[src/hw/branch_pkg.sv]
package branch_pkg;
   localparam int          WORD_W        = 32;
   localparam int          INSN_W        = 16;
   localparam int          OPC_MSB       = 15;
   localparam int          OPC_LSB       = 8;
   localparam int          ZERO_BIT_POS  = 7;
   localparam int          LOW_MSB       = 6;
   localparam int          LOW_LSB       = 1;
   localparam int          SIGN_POS      = 0;
   localparam int          SIGN_COPIES   = 25;
   localparam int          INSN_BYTES    = 2;
   localparam logic [31:0] PC_RESET      = 32'h0000_0000;
   localparam logic        MODE_RESET    = 1'b0;
   localparam logic [3:0]  FLAGS_RESET   = 4'h0;

   typedef enum logic [7:0] {
      OPC_EQUAL         = 8'hF2,
      OPC_NOT_EQUAL     = 8'hF3,
      OPC_NO_CARRY      = 8'hF5,
      OPC_HIGHER_THAN   = 8'hF7,
      OPC_NEGATIVE      = 8'hF8,
      OPC_GREATER_EQUAL = 8'hF9,
      OPC_LESS_EQUAL    = 8'hFA,
      OPC_GREATER_THAN  = 8'hFB
   } branch_opc_t;

   typedef enum logic [1:0] {
      ST_IDLE = 2'b00,
      ST_EXEC = 2'b01
   } exec_state_t;
endpackage

[src/hw/branch_if.sv]
`timescale 1ns/10ps
interface branch_if;
   logic [15:0] insn;
   logic        zero_flag;
   logic        neg_flag;
   logic        carry_flag;
   logic        is_branch;
   logic        taken;
   logic [31:0] disp;
   modport decode (input insn, zero_flag, neg_flag, carry_flag,
                   output is_branch, taken, disp);
   modport core   (output insn, zero_flag, neg_flag, carry_flag,
                   input is_branch, taken, disp);
endinterface

[src/hw/branch_cond_decode.sv]
`timescale 1ns/10ps
module branch_cond_decode
   import branch_pkg::*;
(
   branch_if.decode bus
);
   logic [7:0] opc;

   always_comb begin
      opc = bus.insn[OPC_MSB:OPC_LSB];
      bus.disp = {{SIGN_COPIES{bus.insn[SIGN_POS]}}, bus.insn[LOW_MSB:LOW_LSB], 1'b0};
      bus.is_branch = 1'b1;
      bus.taken = 1'b0;
      case (opc)
         OPC_EQUAL:         bus.taken = bus.zero_flag;
         OPC_GREATER_EQUAL: bus.taken = !bus.neg_flag;
         OPC_GREATER_THAN:  bus.taken = !bus.neg_flag && !bus.zero_flag;
         OPC_NO_CARRY:      bus.taken = !bus.carry_flag;
         OPC_HIGHER_THAN:   bus.taken = !bus.carry_flag && !bus.zero_flag;
         OPC_LESS_EQUAL:    bus.taken = bus.neg_flag || bus.zero_flag;
         OPC_NEGATIVE:      bus.taken = bus.neg_flag;
         OPC_NOT_EQUAL:     bus.taken = !bus.zero_flag;
         default:           bus.is_branch = 1'b0;
      endcase
      // Bit 7 must be zero or the word is not this format
      if (bus.insn[ZERO_BIT_POS]) begin
         bus.is_branch = 1'b0;
         bus.taken = 1'b0;
      end
   end
endmodule

[src/hw/short_conditional_branch_unit.sv]
// Functional notes
// - Displacement is 25 sign copies, the low offset field, then a zero: even, -128 to 126.
// - The displacement adds to the address of the byte after the branch word.
// - A taken branch loads the target into the PC, clears cache mode and fetches there.
// - A taken branch leaves zero, negative, carry and overflow flags unchanged.
// - A branch not taken keeps cache mode and flags and continues in sequence.
// - Opcode F2 is taken only when zero is one.
// - Opcode F9 is taken only when negative is zero.
// - Opcode FB is taken only when negative and zero are both zero.
// - Opcode F5 is taken only when carry is zero.
// - Opcode F7 is taken only when carry and zero are both zero.
// - Opcode FA is taken when negative or zero is one.
// - Opcode F8 is taken only when negative is one.
// - Opcode F3 is taken only when zero is zero.
`timescale 1ns/10ps
module short_conditional_branch_unit
   import branch_pkg::*;
(
   input  wire logic        clk,
   input  wire logic        nrst,
   input  wire logic        insn_valid,
   input  wire logic [15:0] insn_word,
   input  wire logic [3:0]  flags_in,
   input  wire logic        flags_load,
   input  wire logic        cache_mode_set,
   output logic             insn_done,
   output logic             branch_taken,
   output logic             not_branch,
   output logic [31:0]      pc,
   output logic [31:0]      fetch_addr,
   output logic             fetch_redirect,
   output logic             cache_mode,
   output logic [3:0]       flags
);
   // Flag order in flags: {zero, neg, carry, overflow}
   branch_if    dec_bus ();
   exec_state_t state_reg;
   logic [31:0] pc_reg;
   logic [31:0] seq_addr;
   logic [31:0] target;
   logic        cache_mode_reg;
   logic [3:0]  flags_reg;
   logic        done_reg;
   logic        taken_reg;
   logic        not_branch_reg;
   logic        redirect_reg;
   logic        exec;

   branch_cond_decode u_dec (
      .bus (dec_bus.decode)
   );

   assign dec_bus.insn       = insn_word;
   assign dec_bus.zero_flag  = flags_reg[3];
   assign dec_bus.neg_flag   = flags_reg[2];
   assign dec_bus.carry_flag = flags_reg[1];

   assign exec     = (state_reg == ST_IDLE) && insn_valid;
   assign seq_addr = pc_reg + 32'(INSN_BYTES);
   assign target   = seq_addr + dec_bus.disp;

   // One instruction per two cycles keeps the flags stable while deciding
   always_ff @(posedge clk) begin
      if (!nrst) begin
         state_reg <= ST_IDLE;
      end else begin
         case (state_reg)
            ST_IDLE: if (insn_valid) state_reg <= ST_EXEC;
            default: state_reg <= ST_IDLE;
         endcase
      end
   end

   always_ff @(posedge clk) begin
      if (!nrst) begin
         pc_reg <= PC_RESET;
      end else if (exec && dec_bus.is_branch && dec_bus.taken) begin
         pc_reg <= target;
      end else if (exec) begin
         pc_reg <= seq_addr;
      end
   end

   always_ff @(posedge clk) begin
      if (!nrst) begin
         cache_mode_reg <= MODE_RESET;
      end else if (exec && dec_bus.is_branch && dec_bus.taken) begin
         cache_mode_reg <= 1'b0;
      end else if (cache_mode_set) begin
         cache_mode_reg <= 1'b1;
      end
   end

   // Flags only change by external load, never by a branch
   always_ff @(posedge clk) begin
      if (!nrst) begin
         flags_reg <= FLAGS_RESET;
      end else if (flags_load && !exec) begin
         flags_reg <= flags_in;
      end
   end

   always_ff @(posedge clk) begin
      if (!nrst) begin
         done_reg       <= 1'b0;
         taken_reg      <= 1'b0;
         not_branch_reg <= 1'b0;
         redirect_reg   <= 1'b0;
      end else begin
         done_reg       <= exec;
         taken_reg      <= exec && dec_bus.is_branch && dec_bus.taken;
         not_branch_reg <= exec && !dec_bus.is_branch;
         redirect_reg   <= exec && dec_bus.is_branch && dec_bus.taken;
      end
   end

   assign insn_done      = done_reg;
   assign branch_taken   = taken_reg;
   assign not_branch     = not_branch_reg;
   assign pc             = pc_reg;
   assign fetch_addr     = pc_reg;
   assign fetch_redirect = redirect_reg;
   assign cache_mode     = cache_mode_reg;
   assign flags          = flags_reg;

   property p_target;
      @(posedge clk) disable iff (!nrst)
      exec && dec_bus.is_branch && dec_bus.taken |=> pc == $past(pc) + 32'h2 + $past(dec_bus.disp);
   endproperty
   a_target: assert property (p_target) else $error("taken target wrong");

   property p_seq;
      @(posedge clk) disable iff (!nrst)
      exec && !(dec_bus.is_branch && dec_bus.taken) |=> pc == $past(pc) + 32'h2;
   endproperty
   a_seq: assert property (p_seq) else $error("sequential pc wrong");

   property p_mode_clear;
      @(posedge clk) disable iff (!nrst)
      exec && dec_bus.is_branch && dec_bus.taken |=> !cache_mode && fetch_redirect;
   endproperty
   a_mode_clear: assert property (p_mode_clear) else $error("mode not cleared");

   property p_flags_kept;
      @(posedge clk) disable iff (!nrst)
      exec |=> $stable(flags);
   endproperty
   a_flags_kept: assert property (p_flags_kept) else $error("flags changed by branch");

   property p_mode_kept;
      @(posedge clk) disable iff (!nrst)
      exec && !dec_bus.taken && !cache_mode_set |=> $stable(cache_mode);
   endproperty
   a_mode_kept: assert property (p_mode_kept) else $error("mode changed");

   property p_disp;
      @(posedge clk) disable iff (!nrst)
      dec_bus.disp[0] == 1'b0 && dec_bus.disp[31:7] == {25{insn_word[0]}};
   endproperty
   a_disp: assert property (p_disp) else $error("displacement form wrong");

   property p_eq;
      @(posedge clk) disable iff (!nrst)
      insn_word[15:7] == 9'h1E4 |-> dec_bus.taken == flags[3];
   endproperty
   a_eq: assert property (p_eq) else $error("equal cond wrong");

   property p_gt;
      @(posedge clk) disable iff (!nrst)
      insn_word[15:7] == 9'h1F6 |-> dec_bus.taken == (!flags[2] && !flags[3]);
   endproperty
   a_gt: assert property (p_gt) else $error("greater cond wrong");

   property p_ht;
      @(posedge clk) disable iff (!nrst)
      insn_word[15:7] == 9'h1EE |-> dec_bus.taken == (!flags[1] && !flags[3]);
   endproperty
   a_ht: assert property (p_ht) else $error("higher cond wrong");

   property p_bit7;
      @(posedge clk) disable iff (!nrst)
      insn_word[7] |-> !dec_bus.is_branch;
   endproperty
   a_bit7: assert property (p_bit7) else $error("bit7 set accepted");

   property p_ge;
      @(posedge clk) disable iff (!nrst)
      insn_word[15:7] == 9'h1F2 |-> dec_bus.taken == !flags[2];
   endproperty
   a_ge: assert property (p_ge) else $error("greater-or-equal cond wrong");

   property p_nc;
      @(posedge clk) disable iff (!nrst)
      insn_word[15:7] == 9'h1EA |-> dec_bus.taken == !flags[1];
   endproperty
   a_nc: assert property (p_nc) else $error("no-carry cond wrong");

   property p_le;
      @(posedge clk) disable iff (!nrst)
      insn_word[15:7] == 9'h1F4 |-> dec_bus.taken == (flags[2] || flags[3]);
   endproperty
   a_le: assert property (p_le) else $error("less-or-equal cond wrong");

   property p_neg;
      @(posedge clk) disable iff (!nrst)
      insn_word[15:7] == 9'h1F0 |-> dec_bus.taken == flags[2];
   endproperty
   a_neg: assert property (p_neg) else $error("negative cond wrong");

   property p_ne;
      @(posedge clk) disable iff (!nrst)
      insn_word[15:7] == 9'h1E6 |-> dec_bus.taken == !flags[3];
   endproperty
   a_ne: assert property (p_ne) else $error("not-equal cond wrong");

   property p_disp_low;
      @(posedge clk) disable iff (!nrst)
      dec_bus.disp[6:1] == insn_word[6:1];
   endproperty
   a_disp_low: assert property (p_disp_low) else $error("offset field misplaced");

   property p_disp_range;
      @(posedge clk) disable iff (!nrst)
      $signed(dec_bus.disp) >= -128 && $signed(dec_bus.disp) <= 126;
   endproperty
   a_disp_range: assert property (p_disp_range) else $error("displacement out of range");

   property p_high_nibble;
      @(posedge clk) disable iff (!nrst)
      insn_word[15:12] != 4'hF |-> !dec_bus.is_branch;
   endproperty
   a_high_nibble: assert property (p_high_nibble) else $error("foreign word decoded");

   property p_unknown_not_taken;
      @(posedge clk) disable iff (!nrst)
      !dec_bus.is_branch |-> !dec_bus.taken;
   endproperty
   a_unknown_not_taken: assert property (p_unknown_not_taken) else $error("unknown taken");

   property p_done;
      @(posedge clk) disable iff (!nrst)
      exec |=> insn_done;
   endproperty
   a_done: assert property (p_done) else $error("done pulse missing");

   property p_done_no_exec;
      @(posedge clk) disable iff (!nrst)
      insn_done |-> !exec;
   endproperty
   a_done_no_exec: assert property (p_done_no_exec) else $error("word taken too soon");

   property p_redirect_eq;
      @(posedge clk) disable iff (!nrst)
      fetch_redirect == branch_taken;
   endproperty
   a_redirect_eq: assert property (p_redirect_eq) else $error("redirect differs");

   property p_fetch_pc;
      @(posedge clk) disable iff (!nrst)
      fetch_addr == pc;
   endproperty
   a_fetch_pc: assert property (p_fetch_pc) else $error("fetch address differs");

   property p_taken_done;
      @(posedge clk) disable iff (!nrst)
      branch_taken |-> insn_done && !not_branch;
   endproperty
   a_taken_done: assert property (p_taken_done) else $error("taken pulse alone");

   property p_not_branch;
      @(posedge clk) disable iff (!nrst)
      exec && !dec_bus.is_branch |=> not_branch && !branch_taken;
   endproperty
   a_not_branch: assert property (p_not_branch) else $error("not-branch pulse wrong");

   property p_pc_hold;
      @(posedge clk) disable iff (!nrst)
      !exec |=> $stable(pc);
   endproperty
   a_pc_hold: assert property (p_pc_hold) else $error("pc moved while idle");

   property p_flags_hold;
      @(posedge clk) disable iff (!nrst)
      !flags_load |=> $stable(flags);
   endproperty
   a_flags_hold: assert property (p_flags_hold) else $error("flags moved");

   property p_mode_hold;
      @(posedge clk) disable iff (!nrst)
      !(exec && dec_bus.is_branch && dec_bus.taken) && !cache_mode_set |=> $stable(cache_mode);
   endproperty
   a_mode_hold: assert property (p_mode_hold) else $error("mode moved");

   property p_redirect_mode;
      @(posedge clk) disable iff (!nrst)
      fetch_redirect |-> !cache_mode;
   endproperty
   a_redirect_mode: assert property (p_redirect_mode) else $error("mode kept on redirect");

   property p_seq_no_redirect;
      @(posedge clk) disable iff (!nrst)
      exec && !dec_bus.taken |=> !fetch_redirect && !branch_taken;
   endproperty
   a_seq_no_redirect: assert property (p_seq_no_redirect) else $error("false redirect");

   property p_exec_gap;
      @(posedge clk) disable iff (!nrst)
      exec |=> !exec;
   endproperty
   a_exec_gap: assert property (p_exec_gap) else $error("two words back to back");
endmodule

[config.mk]
export PLATFORM = sky130hd
export DESIGN_NAME = short_conditional_branch_unit
export DESIGN_NICKNAME = d
export VERILOG_FILES = /design/src/hw/branch_pkg.sv /design/src/hw/branch_if.sv /design/src/hw/branch_cond_decode.sv /design/src/hw/short_conditional_branch_unit.sv
export SDC_FILE = /design/constraint.sdc
export NUM_CORES = 1
export LEC_CHECK = 0
export BUFFER_PORTS_ARGS = -buffer_cell sky130_fd_sc_hd__buf_2
export CORE_MARGIN = 3
export CORE_UTILIZATION = 57
export CTS_CLUSTER_SIZE = 25
export DETAILED_ROUTE_END_ITERATION = 10
export PLACE_DENSITY = 0.82
export SLEW_MARGIN = 5
export SYNTH_ARGS = -nofsm -noshare
export SYNTH_HDL_FRONTEND = slang
export SYNTH_HIERARCHICAL = 1
export SYNTH_SLANG_ARGS = --single-unit
[constraint.sdc]
create_clock -name clk -period 6.6 [get_ports clk]
set_input_delay 0.99 -clock clk [delete_from_list [all_inputs] [get_ports clk]]
set_output_delay 0.99 -clock clk [all_outputs]
set_load 0.005 [all_outputs]
Word-level counts from Yosys, hierarchy flattened --
Cells that the tools add are included.
Storage, ports and cells: register bits 41, word-level logic and storage cells 42
Operators by class: add/subtract/negate cells 2, reductions and logical operators 18, equality and inequality tests 8, bitwise operators 1, mux-type cells 6
Operator list (number):
- $eq 8x8->1 const B | 8
- $mux 32 | 2
- $add 32x2->32 const B | 1
- $add 32x32->32 | 1
- $pmux 1 s8 | 1
- $reduce_or 8->1 | 1
- $logic_and 1x1->1 | 7
- $logic_not 1->1 | 5
- $mux 1 | 3
- $logic_not 2->1 | 1
- $reduce_and 2->1 | 1
- $reduce_bool 2->1 | 1
- $reduce_or 2->1 | 1
- $logic_or 1x1->1 | 1
- $not 1->1 | 1

Depth between registers and ports, before layout --
Gate-level depths: netlist (run 1).
depth in word-level cells 7, mapped depth 16, depth with buffers taken out 15

Modules after synthesis --
Netlist (run 1), hierarchy kept.
Modules (own cells, without submodules):
- short_conditional_branch_unit | cells each 607, instances 1, area each 4481.8 um2
- branch_cond_decode | cells each 50, instances 1, area each 370.4 um2

Worst setup path before layout (run 1) --
Ideal clock, no wire load.
kind reg2reg, start point register pc_reg[7] (netlist: fetch_addr[7]), end point register pc_reg[29] (netlist: fetch_addr[29]), setup time 0.117 ns, data required time 6.483 ns, stages on the path, launching flop included 15, slack 3.208 ns, arrival time 3.275 ns, buffers on the path 1, path through dfxtp_1 clkbuf_1 nand2_1 nor4_1 and2_2 nand2_2 nor2_1 xor2_1 ha_1 a21o_1 o41ai_2 o221ai_1 o41ai_2 nand3_1 a32o_1
On the way: word-level cells in the longest chain between the ends 3, elaborated cells between the ends (all ways) 4, those cells by class add/sub: 2; mux: 2
RTL lines:
- from (decl) | line short_conditional_branch_unit.sv:38 | logic [31:0] pc_reg;
- from (signal assigned) | line short_conditional_branch_unit.sv:78 | pc_reg <= target;
- from (signal assigned) | line short_conditional_branch_unit.sv:80 | pc_reg <= seq_addr;
- $add 32x2->32 * | line short_conditional_branch_unit.sv:59 | assign seq_addr = pc_reg + 32'(INSN_BYTES);
- $add 32x32->32 or $mux 32 (tied branches) | line short_conditional_branch_unit.sv:60, short_conditional_branch_unit.sv:79
- $mux 32 * | line short_conditional_branch_unit.sv:77 | end else if (exec && dec_bus.is_branch && dec_bus.taken) begin
Mark *: on every way between the ends. The rest lies on a longest branch, timed or not. The select of a mux whose other input is x is not followed. A chain may end at the register's enable or synchronous reset.

Worst setup path in the final report (run 1) --
start point register pc_reg[1] (netlist: fetch_addr[1]), end point register pc_reg[30] (netlist: fetch_addr[30])
The elaborated chain is that of the path after synthesis.

==> results of run 1 <==
[logic make-up after synthesis]
logic type / Yosys count / share of synthesized area
buffers and inverters: 105 / 0.1323
muxes: 3 / 0.006189
DFF: 41 / 0.1692
adders and majority gates: 41 / 0.1073
xor gates and xnor gates: 53 / 0.09567
AOI/OAI and AO/OA: 194 / 0.2548
other: 1 / 0.0007729
and+or+nand+nor: 219 / 0.2339
[critical path: cells and delay by family, from the launching register on]
kind / cells / cell delay (ps)
AOI/OAI and AO/OA: 6 / 1330
and+or+nand+nor: 5 / 1170
adders and majority gates: 2 / 590
DFF: 1 / 440
xor gates and xnor gates: 1 / 260
muxes: 1 / 200
[routing by layer]
layer  up-vias  track usage
met2       248       0.4445
li1       2344            -
met5         -            0
met3        24      0.03071
met1      2231       0.3407
met4         0      0.06933
[stage by stage]
stage          area, um2  hold slack, ps  power (W)
6_report            5024           471.9  0.0006105
2_1_floorplan       4852           452.7  0.0003766
3_5_place_dp        4908           461.7  0.0004019
3_3_place_gp        4908           445.4  0.0003976
5_1_grt             5024           503.5  0.0006361
4_1_cts             5024           474.4  0.0006092
[cell usage after synthesis (2+ instances only)]
cell type	instances	area (um2)
nand2_1	76	285.3
a21oi_1	66	330.3
buf_4	65	488.0
nor2_1	46	172.7
o21ai_0	45	225.2
dfxtp_1	41	820.8
ha_1	40	500.5
xnor2_1	28	245.2
xor2_1	25	219.0
clkbuf_1	20	75.07
nand3_1	18	90.09
a21o_1	14	105.1
inv_1	14	52.55
nor3_1	13	65.06
and3_1	9	56.30
nand4_1	9	56.30
nor2b_1	7	43.79
a22oi_1	6	45.04
a311oi_1	6	52.55
o211ai_1	6	45.04
o21ai_1	6	30.03
or3_1	6	37.54
o22ai_1	5	31.28
and2_1	4	25.02
and4_1	4	35.03
nor4_1	4	25.02
o21a_1	4	30.03
a211oi_1	3	22.52
a22o_1	3	26.28
mux2i_1	3	30.03
nor3b_1	3	22.52
o21bai_1	3	22.52
o221ai_1	3	26.28
a211oi_2	2	25.02
a221oi_1	2	17.52
buf_1	2	7.510
buf_2	2	10.01
nand2b_1	2	12.51
nor4_2	2	25.02
o21ai_2	2	17.52
o31ai_1	2	15.01
o41ai_2	2	32.53
[final timing paths]
kind / startpoint / end / slack [ps] / cells past startpoint
setup / recovery: fetch_addr[1]$_SDFFE_PN0N_ / fetch_addr[30]$_SDFFE_PN0N_ / 2460 / 15
hold / removal: flags[0]$_SDFFE_PN0P_ / flags[0]$_SDFFE_PN0P_ / 470 / 2
setup reg to reg: fetch_addr[1]$_SDFFE_PN0N_ / fetch_addr[30]$_SDFFE_PN0N_ / 2460 / 15
hold reg to reg: flags[0]$_SDFFE_PN0P_ / flags[0]$_SDFFE_PN0P_ / 470 / 2
[area by class of cell]
type,instances,share of cell area
multi-input combinational,511,0.6752
sequential,41,0.1634
timing repair buffer,100,0.1011
tap,105,0.02615
clock buffer,5,0.01370
inverter,15,0.01121
clock inverter,3,0.009215
[power by group through the flow]
stage          Combinational, W  Sequential (W)  Clock (W)
4_1_cts                0.000136        0.000261   0.000212
5_1_grt                0.000151        0.000262   0.000223
3_5_place_dp           0.000135        0.000267          0
2_1_floorplan          0.000111        0.000266          0
6_report               0.000138        0.000261   0.000212
3_3_place_gp           0.000131        0.000266          0
==> flow_metrics.env, run 1 <==
export IMPL_seqPwrFrac=0.428
export IMPL_cts_hold_buf=0
export IMPL_status="completed"
export IMPL_setup_viol_count_final=0
export IMPL_dieWidth_um=98.27
export IMPL_cts_clk_slew_worst_paths_ps=90
export IMPL_p_per_area_mw_per_mm2=121.5
export IMPL_cp_cell_sequence="ha_1, nand3_1, or2_0, nor3_4, nand4b_1, xnor2_1, ha_1, a21oi_1, o21ai_0, nor2_1, o211ai_1, a311oi_1, o21ai_0, mux2i_1, a21oi_1"
export IMPL_yosysUniqueCellTypes=76
export IMPL_netlist_instances=657
export IMPL_grt_pass1_wl_um=20810
export IMPL_place_ws_ps=2632
export IMPL_yosysWarnings=6
export IMPL_largest_reg_flops=32
export IMPL_clock_sinks=41
export IMPL_nets=740
export IMPL_hold_viol=0
export IMPL_yosys_register_bits=41
export IMPL_die_height_um=98.27
export IMPL_worstMarginPinSlew_ps=1074
export IMPL_crit_path_end_kind="flip-flop"
export IMPL_cts_tree="built"
export IMPL_hpwl_um=9865
export IMPL_wl_met3_um=1074
export IMPL_power_switching_w=0.0001898
export IMPL_grt_max_degree=37
export IMPL_ctsResizeCount=0
export IMPL_synth_area_mm2=0.004852
export IMPL_register_area_um2=820.8
export IMPL_postCtsSetupRepairBufs=0
export IMPL_diodes=0
export IMPL_drv_slew=0
export IMPL_grt_pass1_vias=4352
export IMPL_gp_congestion=0.9082
export IMPL_period_share=0.6266
export IMPL_start_util=0.5876
export IMPL_crit_path_max_incr_delay_ps=540
export IMPL_clockBufferDepth=2
export IMPL_place_inst=772
export IMPL_vias=4847
export IMPL_clk_latency_ps=310
export IMPL_critPathArrivalTime_ps=4300
export IMPL_final_cell_mix="97 x buf_2, 76 x nand2_1, 66 x a21oi_1"
export IMPL_avgRoutedWirePerCell_um=16.88
export IMPL_synthToLayoutAreaGrowth_pct=3.533
export IMPL_cts_root_buffer="clkbuf_8"
export IMPL_maxSlewHeadroom=0.2837
export IMPL_p_leak_nw=2.332
export IMPL_syn_nets=723
export IMPL_drtIter0Drc=413
export IMPL_final_cells=780
export IMPL_num_fill_cells=789
export IMPL_syn_mean_instance_area_um2=7.385
export IMPL_multiInputGateArea_mm2=0.003392
export IMPL_dieArea_mm2=0.009656
export IMPL_row_count=33
export IMPL_port_buffers=97
export IMPL_utilization=0.6083
export IMPL_internal_power_w=0.0004207
export IMPL_numCtsBuffers=5
export IMPL_p_comb_frac=0.225
export IMPL_layout_setup_ws_ps=2464
export IMPL_gr_total_overflow=0
export IMPL_slowest_stage="a311oi_1"
export IMPL_wl_met2_um=6351
export IMPL_pwr_share_clk=0.347
export IMPL_async_flop_share=0
export IMPL_grtUsageTotal=0.2577
export IMPL_final_common_cell="buf_2"
export IMPL_path_class="reg -> reg"
export IMPL_num_io_pins=98
export IMPL_hold_class="reg -> reg"
export IMPL_antenna_found_initial=0
export IMPL_yosysSeqAreaShare=0.1692
export IMPL_critPathRequiredTime_ps=6770
export IMPL_final_layout_size_suffix_gt1_frac=0.1956
export IMPL_dr_pass1_iters=5
export IMPL_rsz0062_at_grt="false"
export IMPL_startpoint_type="flip-flop"
export IMPL_dr_max_layer_used="met4"
export IMPL_core_mm2=0.008258
export IMPL_crit_path_max_fanout=7
export IMPL_synth_edf_count=0
export IMPL_vdd_drop_max_v=0.00008618
export IMPL_vias_per_cell=6.214
export IMPL_tns_ps=0
export IMPL_finClkSkew_ps=14.24
export IMPL_htreeDepth=2
export IMPL_synth_main_ff_cell="dfxtp_1"
export IMPL_swShare=0.3109
export IMPL_layout_min_cycle_time_ps=4136
export IMPL_max_freq_mhz=241.8
export IMPL_drv_cap=0
export IMPL_drc=0
export IMPL_wl_met1_um=5523
export IMPL_ant_nets=0
export IMPL_wirelength_um=13170
(Power assumes the default switching activity.)
==> inputs of run 2 (changes only) <==
Settings changed: CORE_UTILIZATION 57 to 51, PLACE_DENSITY 0.82 to 0.78.
Clock period 6.6 ns to 3.45 ns, I/O delays scaled along.
==> flow_metrics.env, run 2 (synthesis results as in run 1) <==
export IMPL_num_io_pins=98
export IMPL_synthToLayoutAreaGrowth_pct=21.79
export IMPL_numCtsBuffers=5
export IMPL_gr_total_overflow=0
export IMPL_hold_viol=0
export IMPL_largest_reg_flops=32
export IMPL_p_leak_nw=2.863
export IMPL_cp_cell_sequence="nand2_1, buf_4, nor3_1, nand3_1, xnor2_2, ha_1, nand4_1, nor3_1, buf_4, o211ai_1, o21ai_1, a21oi_1, or4b_1, o211ai_1"
export IMPL_finClkSkew_ps=8.001
export IMPL_grt_max_degree=34
export IMPL_rsz0062_at_grt="true"
export IMPL_crit_path_max_incr_delay_ps=480
export IMPL_status="finished, violations left"
export IMPL_diodes=0
export IMPL_vias=5277
export IMPL_core_mm2=0.008976
export IMPL_final_cell_mix="97 x buf_2, 89 x buf_4, 74 x nand2_1"
export IMPL_crit_path_end_kind="flip-flop"
export IMPL_drv_slew=0
export IMPL_vias_per_cell=5.949
export IMPL_crit_family="simple AND/OR/NAND/NOR gates"
export IMPL_die_height_um=103.5
export IMPL_wirelength_um=15160
export IMPL_hold_class="in -> reg"
export IMPL_worstMarginPinSlew_ps=602.0
export IMPL_nets=826
export IMPL_cts_clk_slew_worst_paths_ps=80
export IMPL_vdd_drop_max_v=0.0001488
export IMPL_setup_viol_count_final=2
export IMPL_antenna_found_initial=0
export IMPL_max_freq_mhz=287.5
export IMPL_failed_checks="setup timing"
export IMPL_grt_pass1_wl_um=23240
export IMPL_period_share=1.008
export IMPL_grt_pass1_vias=4897
export IMPL_drc=0
export IMPL_layout_min_cycle_time_ps=3479
export IMPL_ant_nets=0
export IMPL_drv_cap=0
export IMPL_critPathArrivalTime_ps=3710
export IMPL_clockBufferDepth=2
export IMPL_cts_tree="built"
export IMPL_tns_ps=-34.27
export IMPL_cts_root_buffer="clkbuf_8"
export IMPL_critPathRequiredTime_ps=3680
export IMPL_dr_pass1_iters=5
export IMPL_crit_buf_inv=2
export IMPL_final_layout_size_suffix_gt1_frac=0.3311
export IMPL_row_count=34
export IMPL_cts_hold_buf=0
export IMPL_gp_congestion=0.9300
export IMPL_grtUsageTotal=0.2575
export IMPL_register_area_um2=828.3
export IMPL_dieWidth_um=103.5
export IMPL_avgRoutedWirePerCell_um=17.09
export IMPL_clock_sinks=41
export IMPL_p_per_area_mw_per_mm2=197.7
export IMPL_multiInputGateArea_mm2=0.003612
export IMPL_htreeDepth=2
export IMPL_port_buffers=97
export IMPL_hpwl_um=11270
export IMPL_startpoint_type="flip-flop"
export IMPL_start_util=0.5406
export IMPL_clk_latency_ps=310
export IMPL_drtIter0Drc=435
export IMPL_num_fill_cells=750
export IMPL_maxSlewHeadroom=0.5977
export IMPL_crit_path_max_fanout=4
export IMPL_dieArea_mm2=0.01072
export IMPL_hold_ws_ps=449.3
export IMPL_slowest_stage="or4b_1"
export IMPL_layout_setup_ws_ps=-28.52
export IMPL_final_common_cell="buf_2"
export IMPL_path_class="reg -> reg"
run 2: cell count changes in the layout (fill, tap and decap cells not counted), sizes merged:
| cell | delta |
|---|---|
| buf | +86 |
| clkbuf | +2 |
| bufinv | -1 |
| clkinvlp | -1 |
run 2: repair_timing:
item	CTS	global route
buffers inserted	1	8
pin swaps	7	23
endpoints found under the setup margin	6	16
resized for setup	6	41
run 2: metal layers:
| metal | part of all wire | track usage | up-vias |
|---|---|---|---|
| li1 | - | - | 2498 |
| met1 | 0.40 | 0.3173 | 2467 |
| met2 | 0.49 | 0.4547 | 263 |
| met3 | 0.073 | 0.03172 | 49 |
| met4 | 0.039 | 0.1045 | 0 |
| met5 | 0 | 0 | - |
run 2: layout make-up:
class | count | share of cell area
clock buffer | 7 | 0.01630
clock inverter | 1 | 0.0008469
inverter | 15 | 0.009528
multi-input combinational | 511 | 0.6113
sequential | 41 | 0.1402
tap | 126 | 0.02668
timing repair buffer | 186 | 0.1952
run 2: worst reg2reg max path: stages, from the launching register on:
cell      delay, ps
dfxtp_1         350
nand2_1         150
buf_4           210
nor3_1          310
nand3_1         200
xnor2_2         210
ha_1            360
nand4_1         200
nor3_1          240
buf_4           140
o211ai_1        130
o21ai_1         160
a21oi_1         160
or4b_1          480
o211ai_1        100
run 2: path summary, 6_finish.rpt:
check        depth (start not counted)                           to                         from  slack [ps]
max                                 14  fetch_addr[27]$_SDFFE_PN0N_  fetch_addr[10]$_SDFFE_PN0N_         -30
min                                  3      cache_mode$_SDFFE_PP0P_               cache_mode_set         450
max reg2reg                         14  fetch_addr[27]$_SDFFE_PN0N_  fetch_addr[10]$_SDFFE_PN0N_         -30
min reg2reg                          2        flags[0]$_SDFFE_PN0P_        flags[0]$_SDFFE_PN0P_         470
run 2: through the flow:
stage                 util  std cells  cell area [um2]   power, W  worst slack, ps
finish              0.6584        887             5909   0.001168           -28.52
detailed placement  0.6142        870             5513  0.0007993           -102.7
floorplan                -        657             4852  0.0007204            57.97
global placement    0.6142        870             5513  0.0007891           -24.68
CTS                 0.6288        879             5644   0.001152            8.449
global route        0.6584        887             5909   0.001214           -199.2
run 2: where the power goes:
part	total [W]	switching (W)	internal (W)
logic	0.000313	0.000182	0.000131
clock network	0.000360	0.000179	0.000181
registers	0.000495	0.00000973	0.000485
